File: config.mk
export PLATFORM = sky130hd
export DESIGN_NAME = port_dir_pullup_ctrl
export DESIGN_NICKNAME = d
export VERILOG_FILES = /design/src/rtl/port_dir_pullup_ctrl.v /design/src/rtl/ctrl_reg8.v /design/src/rtl/port_pin_cell.v
export VERILOG_INCLUDE_DIRS = /design/src /design/src/include
export SDC_FILE = /design/constraint.sdc
export NUM_CORES = 1
export LEC_CHECK = 0
export ABC_AREA = 1
export BUFFER_PORTS_ARGS = -buffer_cell sky130_fd_sc_hd__buf_4
export CAP_MARGIN = 10
export CORE_AREA = 3 3 148 150
export CTS_BUF_LIST = sky130_fd_sc_hd__clkbuf_4
export DETAILED_ROUTE_END_ITERATION = 10
export DIE_AREA = 0 0 151 153
export GPL_TIMING_DRIVEN = 0
export PLACE_DENSITY = 0.63
export RECOVER_POWER = 50
export SETUP_SLACK_MARGIN = 0.15
export SKIP_LAST_GASP = 1
export SLEW_MARGIN = 0
export SYNTH_ARGS = -nofsm -noshare
export SYNTH_HDL_FRONTEND = slang
export SYNTH_HIERARCHICAL = 1
export SYNTH_SLANG_ARGS = --single-unit
File: constraint.sdc
create_clock -name i_ref_clk -period 2.3 [get_ports i_ref_clk]
set_clock_uncertainty 0.2 [all_clocks]
set_input_delay 0 -clock i_ref_clk [delete_from_list [all_inputs] [get_ports i_ref_clk]]
set_output_delay 0 -clock i_ref_clk [all_outputs]
set_load 0.01 [all_outputs]
File: src/include/port_ctrl_regs.vh
// Register addresses, fixed-bit masks and reset values of the port control block.
`ifndef PORT_CTRL_REGS_VH
`define PORT_CTRL_REGS_VH

// Register addresses on the 16-bit memory-manipulation bus.
`define ADDR_PORT0_DIR 16'hff20
`define ADDR_PORT1_DIR 16'hff21
`define ADDR_PORT2_DIR 16'hff22
`define ADDR_PORT3_DIR 16'hff23
`define ADDR_PORT5_DIR 16'hff25
`define ADDR_PORT7_DIR 16'hff27
`define ADDR_PORT8_DIR 16'hff28
`define ADDR_PORT9_DIR 16'hff29
`define ADDR_PORT2_PU 16'hff32
`define ADDR_PORT3_PU 16'hff33
`define ADDR_PORT7_PU 16'hff37
`define ADDR_PORT01_PU 16'hfff7

// Reset values.
`define DIR_RESET 8'hff
`define PU_RESET 8'h00

// Direction bits forced to one where no pin exists, except port 1 bits 3..2.
`define DIR_FIX_P0 8'hf0
`define DIR_FIX_P1 8'hf0
`define DIR_FIX_P2 8'h80
`define DIR_FIX_P3 8'hf0
`define DIR_FIX_P5 8'hf0
`define DIR_FIX_P7 8'hf8
`define DIR_FIX_P8 8'hfc
`define DIR_FIX_P9 8'h00

// Pull-up bits that are implemented; all others read zero.
`define PU_MASK_P01 8'h03
`define PU_MASK_P2 8'h7f
`define PU_MASK_P3 8'h0f
`define PU_MASK_P7 8'h07

// Bit positions of the two group enables in the port 0/1 pull-up register.
`define PU01_BIT_P0 0
`define PU01_BIT_P1 1

// Unmapped reads return this value.
`define READ_IDLE 8'h00

`endif

File: src/rtl/port_dir_pullup_ctrl.v
// Port direction and pull-up option control with read mux and port 3 events.
`timescale 1ns/1ps
`include "port_ctrl_regs.vh"
// Functional notes
// (RL1) Direction 0 drives pin, 1 is input.
// (RL2) Reset loads all direction registers with ones.
// (RL3) Direction registers take bit or byte writes.
// (RL4) Unimplemented direction bits always read one; port 1 bits 3..2 stay writable.
// (RL5) Port 3 output change raises interrupt request.
// (RL6) Software masks port 3 interrupts beforehand.
// (RL7) Alternate inputs need direction bit one.
// (RL8) Timer outputs need direction and latch zero.
// (RL9) Port 0/1 register holds two group enables.
// (RL10) Pull-up only on input-mode pins.
// (RL11) Reset clears all pull-up registers.
// (RL12) Port 0/1 pull-up bits 7..2 read zero.
// (RL13) Port 2 pull-up bits 0..6, bit 7 zero.
// (RL14) Port 3 pull-up bits 0..3, rest zero.
// (RL15) Port 7 pull-up bits 0..2, reset zero.
// (RL16) Pull-up registers take bit or byte writes.
// (RL17) Input-mode read returns pin level.
// (RL18) Output-mode read returns output latch.
// (RL19) Enable inverts direction; pull-up ANDs direction.
module port_dir_pullup_ctrl (
	input wire i_ref_clk,
	input wire i_srst,
	input wire [15:0] i_addr,
	input wire i_wr_byte,
	input wire i_wr_bit,
	input wire [2:0] i_bit_idx,
	input wire i_bit_val,
	input wire [7:0] i_wdata,
	input wire i_rd,
	output reg [7:0] o_rdata,
	output reg o_rvalid,
	input wire [15:0] i_port_addr,
	input wire [3:0] i_p0_latch,
	input wire [1:0] i_p1_latch,
	input wire [6:0] i_p2_latch,
	input wire [3:0] i_p3_latch,
	input wire [3:0] i_p0_pin,
	input wire [1:0] i_p1_pin,
	input wire [6:0] i_p2_pin,
	input wire [3:0] i_p3_pin,
	output wire [3:0] o_p0_oe_n,
	output wire [1:0] o_p1_oe_n,
	output wire [6:0] o_p2_oe_n,
	output wire [3:0] o_p3_oe_n,
	output wire [3:0] o_p5_oe_n,
	output wire [2:0] o_p7_oe_n,
	output wire [1:0] o_p8_oe_n,
	output wire [7:0] o_p9_oe_n,
	output wire [3:0] o_p0_pullup,
	output wire [1:0] o_p1_pullup,
	output wire [6:0] o_p2_pullup,
	output wire [3:0] o_p3_pullup,
	output wire [2:0] o_p7_pullup,
	output wire [7:0] o_p0_rd,
	output wire [7:0] o_p1_rd,
	output wire [7:0] o_p2_rd,
	output wire [7:0] o_p3_rd,
	output reg [3:0] o_ext_int_req
);
	// Decoded register values, fixed bits already applied.
	wire [7:0] dir0, dir1, dir2, dir3, dir5, dir7, dir8, dir9;
	wire [7:0] pu01, pu2, pu3, pu7;
	wire [3:0] p3_change; // Port 3 output level change pulses.
	wire [3:0] p0_rd, p3_rd;
	wire [1:0] p1_rd;
	wire [6:0] p2_rd;

	// Direction registers: reset to ones, bit or byte writes. [RL2] [RL3] [RL4]
	ctrl_reg8 #(
		.RESET_VAL(`DIR_RESET),
		.FIX_ONE(`DIR_FIX_P0)
	) u_dir0 (
		.i_ref_clk(i_ref_clk),
		.i_srst(i_srst),
		.i_sel(i_addr == `ADDR_PORT0_DIR),
		.i_wr_byte(i_wr_byte),
		.i_wr_bit(i_wr_bit),
		.i_bit_idx(i_bit_idx),
		.i_bit_val(i_bit_val),
		.i_wdata(i_wdata),
		.o_value(dir0)
	);
	ctrl_reg8 #(
		.RESET_VAL(`DIR_RESET),
		.FIX_ONE(`DIR_FIX_P1)
	) u_dir1 (
		.i_ref_clk(i_ref_clk),
		.i_srst(i_srst),
		.i_sel(i_addr == `ADDR_PORT1_DIR),
		.i_wr_byte(i_wr_byte),
		.i_wr_bit(i_wr_bit),
		.i_bit_idx(i_bit_idx),
		.i_bit_val(i_bit_val),
		.i_wdata(i_wdata),
		.o_value(dir1)
	);
	ctrl_reg8 #(
		.RESET_VAL(`DIR_RESET),
		.FIX_ONE(`DIR_FIX_P2)
	) u_dir2 (
		.i_ref_clk(i_ref_clk),
		.i_srst(i_srst),
		.i_sel(i_addr == `ADDR_PORT2_DIR),
		.i_wr_byte(i_wr_byte),
		.i_wr_bit(i_wr_bit),
		.i_bit_idx(i_bit_idx),
		.i_bit_val(i_bit_val),
		.i_wdata(i_wdata),
		.o_value(dir2)
	);
	ctrl_reg8 #(
		.RESET_VAL(`DIR_RESET),
		.FIX_ONE(`DIR_FIX_P3)
	) u_dir3 (
		.i_ref_clk(i_ref_clk),
		.i_srst(i_srst),
		.i_sel(i_addr == `ADDR_PORT3_DIR),
		.i_wr_byte(i_wr_byte),
		.i_wr_bit(i_wr_bit),
		.i_bit_idx(i_bit_idx),
		.i_bit_val(i_bit_val),
		.i_wdata(i_wdata),
		.o_value(dir3)
	);
	ctrl_reg8 #(
		.RESET_VAL(`DIR_RESET),
		.FIX_ONE(`DIR_FIX_P5)
	) u_dir5 (
		.i_ref_clk(i_ref_clk),
		.i_srst(i_srst),
		.i_sel(i_addr == `ADDR_PORT5_DIR),
		.i_wr_byte(i_wr_byte),
		.i_wr_bit(i_wr_bit),
		.i_bit_idx(i_bit_idx),
		.i_bit_val(i_bit_val),
		.i_wdata(i_wdata),
		.o_value(dir5)
	);
	ctrl_reg8 #(
		.RESET_VAL(`DIR_RESET),
		.FIX_ONE(`DIR_FIX_P7)
	) u_dir7 (
		.i_ref_clk(i_ref_clk),
		.i_srst(i_srst),
		.i_sel(i_addr == `ADDR_PORT7_DIR),
		.i_wr_byte(i_wr_byte),
		.i_wr_bit(i_wr_bit),
		.i_bit_idx(i_bit_idx),
		.i_bit_val(i_bit_val),
		.i_wdata(i_wdata),
		.o_value(dir7)
	);
	ctrl_reg8 #(
		.RESET_VAL(`DIR_RESET),
		.FIX_ONE(`DIR_FIX_P8)
	) u_dir8 (
		.i_ref_clk(i_ref_clk),
		.i_srst(i_srst),
		.i_sel(i_addr == `ADDR_PORT8_DIR),
		.i_wr_byte(i_wr_byte),
		.i_wr_bit(i_wr_bit),
		.i_bit_idx(i_bit_idx),
		.i_bit_val(i_bit_val),
		.i_wdata(i_wdata),
		.o_value(dir8)
	);
	ctrl_reg8 #(
		.RESET_VAL(`DIR_RESET),
		.FIX_ONE(`DIR_FIX_P9)
	) u_dir9 (
		.i_ref_clk(i_ref_clk),
		.i_srst(i_srst),
		.i_sel(i_addr == `ADDR_PORT9_DIR),
		.i_wr_byte(i_wr_byte),
		.i_wr_bit(i_wr_bit),
		.i_bit_idx(i_bit_idx),
		.i_bit_val(i_bit_val),
		.i_wdata(i_wdata),
		.o_value(dir9)
	);

	// Pull-up option registers: reset clear, masked bits zero. [RL11] [RL16]
	// Port 0/1 group enables with upper bits zero. [RL9] [RL12]
	ctrl_reg8 #(
		.RESET_VAL(`PU_RESET),
		.KEEP(`PU_MASK_P01)
	) u_pu01 (
		.i_ref_clk(i_ref_clk),
		.i_srst(i_srst),
		.i_sel(i_addr == `ADDR_PORT01_PU),
		.i_wr_byte(i_wr_byte),
		.i_wr_bit(i_wr_bit),
		.i_bit_idx(i_bit_idx),
		.i_bit_val(i_bit_val),
		.i_wdata(i_wdata),
		.o_value(pu01)
	);
	// Port 2 per-pin enables, bit 7 zero. [RL13]
	ctrl_reg8 #(
		.RESET_VAL(`PU_RESET),
		.KEEP(`PU_MASK_P2)
	) u_pu2 (
		.i_ref_clk(i_ref_clk),
		.i_srst(i_srst),
		.i_sel(i_addr == `ADDR_PORT2_PU),
		.i_wr_byte(i_wr_byte),
		.i_wr_bit(i_wr_bit),
		.i_bit_idx(i_bit_idx),
		.i_bit_val(i_bit_val),
		.i_wdata(i_wdata),
		.o_value(pu2)
	);
	// Port 3 per-pin enables, bits 7..4 zero. [RL14]
	ctrl_reg8 #(
		.RESET_VAL(`PU_RESET),
		.KEEP(`PU_MASK_P3)
	) u_pu3 (
		.i_ref_clk(i_ref_clk),
		.i_srst(i_srst),
		.i_sel(i_addr == `ADDR_PORT3_PU),
		.i_wr_byte(i_wr_byte),
		.i_wr_bit(i_wr_bit),
		.i_bit_idx(i_bit_idx),
		.i_bit_val(i_bit_val),
		.i_wdata(i_wdata),
		.o_value(pu3)
	);
	// Port 7 per-pin enables, cleared by reset. [RL15]
	ctrl_reg8 #(
		.RESET_VAL(`PU_RESET),
		.KEEP(`PU_MASK_P7)
	) u_pu7 (
		.i_ref_clk(i_ref_clk),
		.i_srst(i_srst),
		.i_sel(i_addr == `ADDR_PORT7_PU),
		.i_wr_byte(i_wr_byte),
		.i_wr_bit(i_wr_bit),
		.i_bit_idx(i_bit_idx),
		.i_bit_val(i_bit_val),
		.i_wdata(i_wdata),
		.o_value(pu7)
	);

	// Ports with read-back and pull-ups: 0 and 1 use group enables from one register.
	port_pin_cell #(.N(4)) u_cell0 (
		.i_ref_clk(i_ref_clk),
		.i_srst(i_srst),
		.i_dir(dir0[3:0]),
		.i_pu({4{pu01[`PU01_BIT_P0]}}),
		.i_latch(i_p0_latch),
		.i_pin(i_p0_pin),
		.o_oe_n(o_p0_oe_n),
		.o_pullup(o_p0_pullup),
		.o_rdata(p0_rd),
		.o_out_change()
	);
	port_pin_cell #(.N(2)) u_cell1 (
		.i_ref_clk(i_ref_clk),
		.i_srst(i_srst),
		.i_dir(dir1[1:0]),
		.i_pu({2{pu01[`PU01_BIT_P1]}}),
		.i_latch(i_p1_latch),
		.i_pin(i_p1_pin),
		.o_oe_n(o_p1_oe_n),
		.o_pullup(o_p1_pullup),
		.o_rdata(p1_rd),
		.o_out_change()
	);
	port_pin_cell #(.N(7)) u_cell2 (
		.i_ref_clk(i_ref_clk),
		.i_srst(i_srst),
		.i_dir(dir2[6:0]),
		.i_pu(pu2[6:0]),
		.i_latch(i_p2_latch),
		.i_pin(i_p2_pin),
		.o_oe_n(o_p2_oe_n),
		.o_pullup(o_p2_pullup),
		.o_rdata(p2_rd),
		.o_out_change()
	);
	// Port 3 also feeds the interrupt request path.
	port_pin_cell #(.N(4)) u_cell3 (
		.i_ref_clk(i_ref_clk),
		.i_srst(i_srst),
		.i_dir(dir3[3:0]),
		.i_pu(pu3[3:0]),
		.i_latch(i_p3_latch),
		.i_pin(i_p3_pin),
		.o_oe_n(o_p3_oe_n),
		.o_pullup(o_p3_pullup),
		.o_rdata(p3_rd),
		.o_out_change(p3_change)
	);

	// Ports without latch read-back here only need enables, plus pull-ups on port 7 alone. [RL1] [RL19]
	assign o_p5_oe_n = dir5[3:0];
	assign o_p8_oe_n = dir8[1:0];
	assign o_p9_oe_n = dir9;
	assign o_p7_oe_n = dir7[2:0];
	assign o_p7_pullup = pu7[2:0] & dir7[2:0]; // [RL10]

	// Port read values, zero-extended.
	assign o_p0_rd = {4'h0, p0_rd}; // [RL17] [RL18]
	assign o_p1_rd = {6'h00, p1_rd};
	assign o_p2_rd = {1'h0, p2_rd};
	assign o_p3_rd = {4'h0, p3_rd};

	// One-cycle interrupt request pulse when a driven port 3 level changes.
	// The masking is left to software, which should mask before driving. [RL5] [RL6]
	always @(posedge i_ref_clk) begin
		if (i_srst) begin
			o_ext_int_req <= 4'h0;
		end else begin
			o_ext_int_req <= p3_change;
		end
	end

	// Registered read answer, one cycle after i_rd; unmapped addresses read zero.
	always @(posedge i_ref_clk) begin
		if (i_srst) begin
			o_rdata <= `READ_IDLE;
			o_rvalid <= 1'b0;
		end else begin
			o_rvalid <= i_rd;
			case (i_addr)
				`ADDR_PORT0_DIR: o_rdata <= dir0;
				`ADDR_PORT1_DIR: o_rdata <= dir1;
				`ADDR_PORT2_DIR: o_rdata <= dir2;
				`ADDR_PORT3_DIR: o_rdata <= dir3;
				`ADDR_PORT5_DIR: o_rdata <= dir5;
				`ADDR_PORT7_DIR: o_rdata <= dir7;
				`ADDR_PORT8_DIR: o_rdata <= dir8;
				`ADDR_PORT9_DIR: o_rdata <= dir9;
				`ADDR_PORT01_PU: o_rdata <= pu01;
				`ADDR_PORT2_PU: o_rdata <= pu2;
				`ADDR_PORT3_PU: o_rdata <= pu3;
				`ADDR_PORT7_PU: o_rdata <= pu7;
				default: o_rdata <= `READ_IDLE;
			endcase
		end
	end
endmodule // port_dir_pullup_ctrl

File: src/rtl/ctrl_reg8.v
// One 8-bit control register with byte or single-bit write and fixed bits.
`timescale 1ns/1ps
module ctrl_reg8 #(
	parameter [7:0] RESET_VAL = 8'h00, // Value after reset.
	parameter [7:0] FIX_ONE = 8'h00, // Bits that always read one.
	parameter [7:0] KEEP = 8'hff // Bits that may hold a value.
) (
	input wire i_ref_clk,
	input wire i_srst,
	input wire i_sel,
	input wire i_wr_byte,
	input wire i_wr_bit,
	input wire [2:0] i_bit_idx,
	input wire i_bit_val,
	input wire [7:0] i_wdata,
	output wire [7:0] o_value
);
	reg [7:0] val_q; // Stored bits.
	reg [7:0] val_d; // Next value.

	// A bit write touches only the addressed bit, unlike a port latch access.
	always @* begin
		val_d = val_q;
		if (i_sel && i_wr_byte) begin
			val_d = i_wdata;
		end else if (i_sel && i_wr_bit) begin
			val_d[i_bit_idx] = i_bit_val;
		end
	end

	// Synchronous reset, then load.
	always @(posedge i_ref_clk) begin
		if (i_srst) begin
			val_q <= RESET_VAL;
		end else begin
			val_q <= val_d;
		end
	end

	// Fixed bits override storage so they never read otherwise.
	assign o_value = (val_q & KEEP) | FIX_ONE;
endmodule // ctrl_reg8

File: src/rtl/port_pin_cell.v
// Pin cell for one port: output enable, pull-up, read mux, change detect.
`timescale 1ns/1ps
module port_pin_cell #(
	parameter N = 8 // Pins in the port.
) (
	input wire i_ref_clk,
	input wire i_srst,
	input wire [N-1:0] i_dir,
	input wire [N-1:0] i_pu,
	input wire [N-1:0] i_latch,
	input wire [N-1:0] i_pin,
	output wire [N-1:0] o_oe_n,
	output wire [N-1:0] o_pullup,
	output wire [N-1:0] o_rdata,
	output wire [N-1:0] o_out_change
);
	reg [N-1:0] drv_q; // Driven level seen last cycle.
	genvar g;

	// Per-pin combinational path.
	generate
		for (g = 0; g < N; g = g + 1) begin : g_pin
			// Enable low drives the pin, so it equals the direction bit. [RL1] [RL19]
			assign o_oe_n[g] = i_dir[g];
			// Pull-up only for input-mode pins. [RL10] [RL19]
			assign o_pullup[g] = i_pu[g] & i_dir[g];
			// Input mode reads the pin, output mode the latch. [RL17] [RL18]
			assign o_rdata[g] = i_dir[g] ? i_pin[g] : i_latch[g];
			// A level change while driving is flagged. [RL5]
			assign o_out_change[g] = ~i_dir[g] & (drv_q[g] ^ i_latch[g]);
		end
	endgenerate

	// Remember latch value for change detection.
	always @(posedge i_ref_clk) begin
		if (i_srst) begin
			drv_q <= {N{1'b0}};
		end else begin
			drv_q <= i_latch;
		end
	end
endmodule // port_pin_cell

==> flow_summary.yaml, run 1 <==
status:
  status: "completed"
logic_synthesis:
  netlist_area_sq_um: 6640
  synthCells: 1196
  synth_area_per_cell_sq_um: 5.55
  ys_warn_count: 6
die:
  start_util_pct: 31.9
  die_area_sq_um: 23100
  die_y_um: 153
  num_rows: 53
  fp.dieW_um: 151
  pin_count: 182
  core_sq_um: 20800
cells_and_area:
  drive_gt1_share_pct: 21.0
  fin_nets: 1533
  final_cell_mix: "nand2_1 (437), buf_4 (194), nand3_1 (164)"
  final_common_cell: "nand2_1"
  final_area_sq_um: 8720
  area_growth_pct: 31.5
critical_path:
  rrSetupSlack_ns: 0.84
  r2r_start: "u_pu2/val_q[6]"
  critPathLaunchType: "input port"
  r2r_end: "u_pu2/val_q[6]"
  crit_arrival_ns: 2.18
  path_class: "input port to flip-flop"
  end_kind: "flip-flop"
  crit_fanout: 5
  reg2reg_depth: 5
  required_ns: 2.46
worst_hold_path:
  worstHoldPathType: "input port to flip-flop"
  holdPathEnd: "o_rdata[4]"
  holdCritStartpoint: "i_addr[0]"
  holdPathStages: 8
place:
  dpl_cell_area_sq_um: 8280
  dp_slack_ns: 0.360
  portBuffers: 150
  dp_hpwl_mm: 16.2
  place_congestion: 0.920
pwr:
  vdd_drop_max_mv: 0.209
  cellPowerDensity_nw_per_um2: 309
  p_leak_nw: 5.01
timing:
  period_needed_ns: 2.02
  fin_crit_sh_pct: 87.9
  tightestPinTransition_ns: 0.894
  relSlewSlack_pct: 40.2
  final.setup.worst_slack_ns: 0.278
  finalMaxSlewViolations: 0
  holdWs_ns: 0.0311
  hold_violations: 0
  fmax_ghz: 0.495
  tns_ns: 0
  setup-violations-final: 0
  rsz0062_at_grt: "false"
route:
  drtIter0Drc: 640
  drc: 0
  dr.pass1.iters: 7
  routed_wl_mm: 22.5
  via_count: 7896
  post_drt_wl_per_cell_um: 13.0
  routed_via_density: 4.56
  drt.antenna.violating_nets: 0
clocking:
  cts_max_level: 3
  cts_max_path_buffers: 2
  cts_tree: "built"
  numCtsBuffers: 9
  clk_latency_ns: 0.47
  root_buffer: "clkbuf_4"
  cts_num_sinks: 69
  path_clk_slew_ns: 0.14
grt:
  grt_overflow: 0
  grt_pass1_vias: 7150
  grt_pass1_wl_mm: 35.2
  globalRouteTotalUtil_pct: 19.0
  grt_max_degree: 48
  antenna_found_initial: 1
flow_run:
  max_cap_violations: 0
==> per-stage QoR <==
step / util, % / power [W] / cells
floorplan: - / 0.00151 / 1243
global placement: 39.8 / 0.00174 / 1668
detailed placement: 39.8 / 0.00175 / 1668
CTS: 42.4 / 0.00271 / 1722
global route: 41.9 / 0.00282 / 1731
finish: 41.9 / 0.00270 / 1731
==> repair_timing <==
action                                  4_1_cts  5_1_grt
hold buffers                                 38        0
hold endpoints to repair                     69        0
gates resized for setup                       0        4
endpoints found under the setup margin        0        3
setup buffers                                 0        8
==> worst max-delay path, stage by stage <==
cell           delay (ns)
buf_4                0.13
dlygate4sd3_1        0.57
nand3_1              0.13
nor2_4               0.18
nand2_2              0.09
inv_2                0.09
nand2_4              0.09
nand2_4              0.12
o21ai_0              0.09
dlygate4sd3_1        0.57
nand2_1              0.06
nand3_1              0.06
==> layout make-up <==
type                    count  area, sq um
repair buffers            196         1430
plain buffers              88          656
well taps                 275          344
fillers                  2337        12100
diodes                      1         2.50
clock inverters             7         90.1
inverters                 156          591
multi-input cells         930         4170
flip-flops and latches     69         1380
clock buffers               9         67.6
==> registers in the layout (all words and copies together), names as in the netlist <==
register and flops:
u_dir0/val_q 4, o_rdata 8, u_dir5/val_q 4, u_pu7/val_q 3
u_dir1/val_q 4, u_cell3/drv_q 4, u_pu2/val_q 7, u_dir7/val_q 3
u_dir3/val_q 4, u_dir9/o_value 8, u_dir2/val_q 7, u_pu3/val_q 4
u_dir8/val_q 2, o_rvalid 1, o_ext_int_req 4, u_pu01/val_q 2
==> metal layers <==
layer	routed length, um	GRT usage, %	part of all wire [%]
met1	10200	25.5	45
met2	10100	30.8	45
met5	0	0	0
met3	1760	3.53	7.8
met4	446	5.87	2.0
==> worst max-delay path by stage <==
stage                         start                 to  slack, ns  cells past startpoint
final                     i_addr[3]  u_dir9/o_value[6]       0.28                     12
after global routing      i_addr[3]  u_dir9/o_value[6]       0.16                     12
after CTS                 i_addr[3]  u_dir9/o_value[6]       0.19                     12
after detailed placement  i_addr[6]    u_dir2/val_q[6]       0.36                     11
after global placement    i_addr[6]    u_dir2/val_q[0]       0.38                     11
after floorplan           i_addr[6]  u_dir9/o_value[4]       0.84                     11
==> where the power goes <==
part           leakage (nW)  switching, W  internal, W
clock network        0.0833      0.000489     0.000434
logic                  4.37      0.000314     0.000258
registers             0.558    0.00000190      0.00120
total                  5.01      0.000805      0.00189
Note: power is estimated with default switching activity, not from simulation.
==> run 2, diff against run 1 <==
- SETUP_SLACK_MARGIN: 0.15 -> 0.3
==> run 2 against run 1 <==
Count of clock-buffer cells in the layout is the same. Power is 0.37% lower. Worst hold slack improved by 0.00079 ns. Utilization decreased by 0.48 points. Design area is 1.1% lower. Global-route usage barely moved. Critical path depth rose by 2.
==> flow_summary.yaml, run 2 (synthesis gave the netlist of run 1 again) <==
grt:
  antenna_found_initial: 1
  grt_overflow: 0
  grt_max_degree: 48
  globalRouteTotalUtil_pct: 19.0
  grt_pass1_vias: 7146
  grt_pass1_wl_mm: 35.2
flow_run:
  max_cap_violations: 0
clocking:
  cts_max_level: 3
  cts_num_sinks: 69
  path_clk_slew_ns: 0.13
  cts_tree: "built"
  cts_setup_buffers: 0
  root_buffer: "clkbuf_4"
  clk_latency_ns: 0.47
  numCtsBuffers: 9
  cts_max_path_buffers: 2
pwr:
  p_leak_nw: 4.95
  p_sw_share_pct: 29.8
  p_int_w: 0.00189
  p_seq_share_pct: 44.7
  switchingPower_w: 0.000801
  cellPowerDensity_nw_per_um2: 312
  vdd_drop_max_mv: 0.209
  p_comb_share_pct: 20.9
  p_clk_share_pct: 34.4
route:
  via_count: 7809
  post_drt_wl_per_cell_um: 13.0
  drt.antenna.violating_nets: 0
  dr.pass1.iters: 5
  routed_via_density: 4.53
  drtIter0Drc: 583
  drc: 0
  routed_wl_mm: 22.3
cells_and_area:
  fin_nets: 1524
  drive_gt1_share_pct: 20.3
  area_growth_pct: 30.0
  final_area_sq_um: 8620
  regArea_sq_um: 1380
  final_cell_mix: "nand2_1 (441), buf_4 (192), nand3_1 (164)"
  final_common_cell: "nand2_1"
  nFillCells: 2346
  multi_input_area_sq_um: 4120
timing:
  final.setup.worst_slack_ns: 0.326
  fin_crit_sh_pct: 85.8
  setup-violations-final: 0
  finalMaxSlewViolations: 0
  hold_violations: 0
  tns_ns: 0
  fmax_ghz: 0.507
  tightestPinTransition_ns: 0.916
  rsz0062_at_grt: "false"
  period_needed_ns: 1.97
  holdWs_ns: 0.0319
  relSlewSlack_pct: 38.7
critical_path:
  rrSetupSlack_ns: 0.84
  crit_arrival_ns: 2.13
  cp_cell_sequence: "buf_4, nand2_1, nor2_1, nand2_1, clkinvlp_2, buf_4, nand2_2, inv_1, nand2_2, nand2_4, o21ai_0, dlygate4sd3_1, nand2_1, nand3_1"
  path_class: "input port to flip-flop"
  critPathTopFamily: "buffers and inverters"
  reg2reg_depth: 5
  critical_path.most_common_cell: "nand2_1"
  crit_cells: 14
  slowest_stage: "dlygate4sd3_1"
  cpPeakStageDelay_ns: 0.57
  end_kind: "flip-flop"
  path_buf_inv: 5
  required_ns: 2.46
  critPathLaunchType: "input port"
  crit_fanout: 10
die:
  fp.dieW_um: 151
  die_y_um: 153
  start_util_pct: 31.9
  pin_count: 182
  num_rows: 53
  die_area_sq_um: 23100
  core_sq_um: 20800
place:
  dp_hpwl_mm: 16.2
  place_congestion: 0.920
  dpl_cell_area_sq_um: 8280
  dp_slack_ns: 0.360
  portBuffers: 150
worst_hold_path:
  worstHoldPathType: "input port to flip-flop"
  holdPathStages: 8
status:
  status: "completed"
## run 2: cell count changes in the layout (fill, tap and decap cells not counted), sizes merged
cell / previous run / this run
clkbuf: 55 / 47
inv: 150 / 149
dlygate4sd3: 38 / 37
clkinvlp: 1 / 2
## run 2: worst paths after layout
path                         from                end
setup / recovery       i_addr[12]  u_dir9/o_value[6]
hold reg to reg   u_dir1/val_q[2]    u_dir1/val_q[2]
hold / removal          i_addr[4]         o_rdata[7]
setup reg to reg   u_pu2/val_q[6]     u_pu2/val_q[6]
## run 2: per-layer routing
metal	vias up	GRT usage [%]	part of all wire, %
met1	3416	25.5	45
met5	-	0	0
met3	32	3.53	7.4
li1	4085	-	-
met2	276	30.8	45
met4	0	5.87	2.0
## run 2: layout make-up
cell class | instances | share of cell area [%]
diodes | 1 | 0.0290
plain buffers | 88 | 7.60
clock buffers | 9 | 0.783
clock inverters | 7 | 1.04
inverters | 156 | 6.83
multi-input cells | 930 | 47.8
flip-flops and latches | 69 | 16.0
well taps | 275 | 3.99
repair buffers | 187 | 15.9
## run 2: metrics by stage
stage | util, % | instances | total power, W
CTS | 42.3 | 1721 | 0.00271
global placement | 39.8 | 1668 | 0.00174
floorplan | - | 1243 | 0.00151
global route | 41.4 | 1722 | 0.00281
finish | 41.4 | 1722 | 0.00269
detailed placement | 39.8 | 1668 | 0.00175
## run 2: timing repair
item,in CTS,in global routing
endpoints found under the hold margin,69,0
gates resized for setup,0,6
endpoints found under the setup margin,0,7
hold buffers,37,0
## run 2: power by group through the flow
stage / clock, W / sequential, W / combinational, W
after floorplan: 0 / 0.00123 / 0.000283
after global placement: 0 / 0.00123 / 0.000515
after detailed placement: 0 / 0.00123 / 0.000521
after CTS: 0.000949 / 0.00120 / 0.000560
after global routing: 0.000984 / 0.00120 / 0.000621
final: 0.000924 / 0.00120 / 0.000562
## run 2: worst min-delay path: cells and delay by family
family | cells | cell delay [ns]
and+or+nand+nor | 7 | 0.58
buffers and inverters | 1 | 0.10
==> run 3, diff against run 2 <==
--- a/config.mk
+++ b/config.mk
@@ -16,3 +16,3 @@
 export GPL_TIMING_DRIVEN = 0
-export PLACE_DENSITY = 0.63
+export PLACE_DENSITY = 0.65
 export RECOVER_POWER = 50
==> constraint.sdc (replaced) <==
create_clock -name i_ref_clk -period 1.65 [get_ports i_ref_clk]
set_clock_uncertainty 0.2 [all_clocks]
set_input_delay 0.0825 -clock i_ref_clk [delete_from_list [all_inputs] [get_ports i_ref_clk]]
set_output_delay 0.0825 -clock i_ref_clk [all_outputs]
set_load 0.01 [all_outputs]
==> run 3 against run 2 <==
Via count increased by 4.2%. Global-route usage increased by 0.31 points. Flip-flop and latch count unchanged. Clock power increased by 3.9%. Sequential power increased by 37%. Power increased by 28%. Highest routed layer unchanged. Non-clock buffer count increased by 49. Utilization increased by 5.1 points. Sequential share of layout area decreased by 0.82 points. Register-to-register slack got worse by 0.55 ns. Combinational power increased by 49%. Worst hold slack improved by 0.021 ns. Critical path type unchanged.
==> flow_summary.yaml, run 3 (synthesis gave the netlist of run 1 again) <==
status:
  status: "completed"
route:
  drc: 0
  routed_via_density: 4.60
  via_count: 8138
  routed_wl_mm: 23.3
  dr.pass1.iters: 5
  drtIter0Drc: 580
  drt.antenna.violating_nets: 0
  post_drt_wl_per_cell_um: 13.2
timing:
  relSlewSlack_pct: 60.6
  rsz0062_at_grt: "true"
  final.setup.worst_slack_ns: 0.163
  tightestPinTransition_ns: 0.590
  period_needed_ns: 1.49
  fin_crit_sh_pct: 90.1
  setup-violations-final: 0
  finalMaxSlewViolations: 0
  hold_violations: 0
  fmax_ghz: 0.672
clocking:
  numCtsBuffers: 9
  root_buffer: "clkbuf_4"
  path_clk_slew_ns: 0.13
  cts_max_level: 3
  clk_latency_ns: 0.45
  cts_tree: "built"
  cts_num_sinks: 69
  cts_max_path_buffers: 2
worst_hold_path:
  worstHoldPathType: "input port to flip-flop"
cells_and_area:
  final_common_cell: "nand2_1"
  area_growth_pct: 45.9
  final_cell_mix: "nand2_1 (381), buf_4 (200), nand3_1 (161)"
  fin_nets: 1573
  final_area_sq_um: 9680
  drive_gt1_share_pct: 34.0
  multi_input_area_sq_um: 4530
  nFillCells: 2211
  regArea_sq_um: 1470
die:
  die_area_sq_um: 23100
  pin_count: 182
  die_y_um: 153
  num_rows: 53
  start_util_pct: 31.9
  fp.dieW_um: 151
  core_sq_um: 20800
pwr:
  cellPowerDensity_nw_per_um2: 355
  total_power_w: 0.00344
  vdd_drop_max_mv: 0.245
  p_leak_nw: 5.38
critical_path:
  critPathLaunchType: "input port"
  end_kind: "flip-flop"
  path_class: "input port to flip-flop"
  crit_arrival_ns: 1.63
  required_ns: 1.79
  crit_fanout: 18
place:
  dp_slack_ns: -0.197
  dp_hpwl_mm: 16.3
  dpl_cell_area_sq_um: 8460
  portBuffers: 150
  place_congestion: 0.924
grt:
  antenna_found_initial: 1
  grt_overflow: 0
  grt_pass1_wl_mm: 36.2
  globalRouteTotalUtil_pct: 19.3
  grt_pass1_vias: 7121
  grt_max_degree: 48
flow_run:
  max_cap_violations: 0
[run 3: cell types whose count changed in the layout (fill, tap and decap cells not counted), sizes merged]
cell,delta
buf,+64
clkbuf,-9
dlygate4sd3,-6
inv,+5
clkinv,-3
bufinv,-2
[run 3: worst max-delay path, stage by stage]
cell and delay (ns):
clkbuf_2 0.45, dlygate4sd3_1 0.83, inv_1 0.13, nand2_1 0.09
nor2_1 0.04
[run 3: metrics by stage]
stage	instances	setup TNS (ns)	hold slack, ns	util (%)
3_3_place_gp	1668	-6.76	0.0820	40.7
4_1_cts	1731	0	0.0198	44.7
3_5_place_dp	1668	-7.02	0.0903	40.7
6_report	1771	0	0.0530	46.5
5_1_grt	1771	0	0.0493	46.5
2_1_floorplan	1243	0	-0.0463	-
[run 3: layout make-up]
type / count / area share, %
Tap cell: 275 / 3.55
Timing Repair Buffer: 236 / 19.6
Clock inverter: 7 / 0.439
Multi-Input combinational cell: 930 / 46.8
Sequential cell: 69 / 15.2
Inverter: 156 / 6.23
Antenna cell: 1 / 0.0258
Buffer: 88 / 7.44
Clock buffer: 9 / 0.698
[run 3: timing repair]
action | CTS | global route
resized for setup | 124 | 86
buffers inserted | 16 | 39
pin swaps | 12 | 35
setup endpoints to repair | 59 | 107
hold buffers | 31 | 0
hold endpoints to repair | 61 | 0
[run 3: metal layers]
layer / vias to the layer above / wire (um) / GRT usage (%)
met5: - / 0 / 0
met1: 3600 / 10300 / 26.9
met2: 310 / 10700 / 30.5
met4: 0 / 542 / 5.92
met3: 34 / 1800 / 3.32
li1: 4194 / - / -
[run 3: path summary, 6_finish.rpt]
kind / start / endpoint / slack (ns) / depth (start not counted)
setup / recovery: i_srst / u_pu7/val_q[2] / 0.16 / 5
hold reg to reg: u_dir1/val_q[3] / u_dir1/val_q[3] / 0.29 / 2
hold / removal: i_wr_byte / u_dir8/val_q[0] / 0.05 / 4
setup reg to reg: u_dir2/val_q[0] / o_rdata[0] / 0.29 / 7
[run 3: report_power, final]
group          switching (W)  internal, W
registers         0.00000280      0.00164
clock network       0.000662     0.000298
logic               0.000469     0.000370
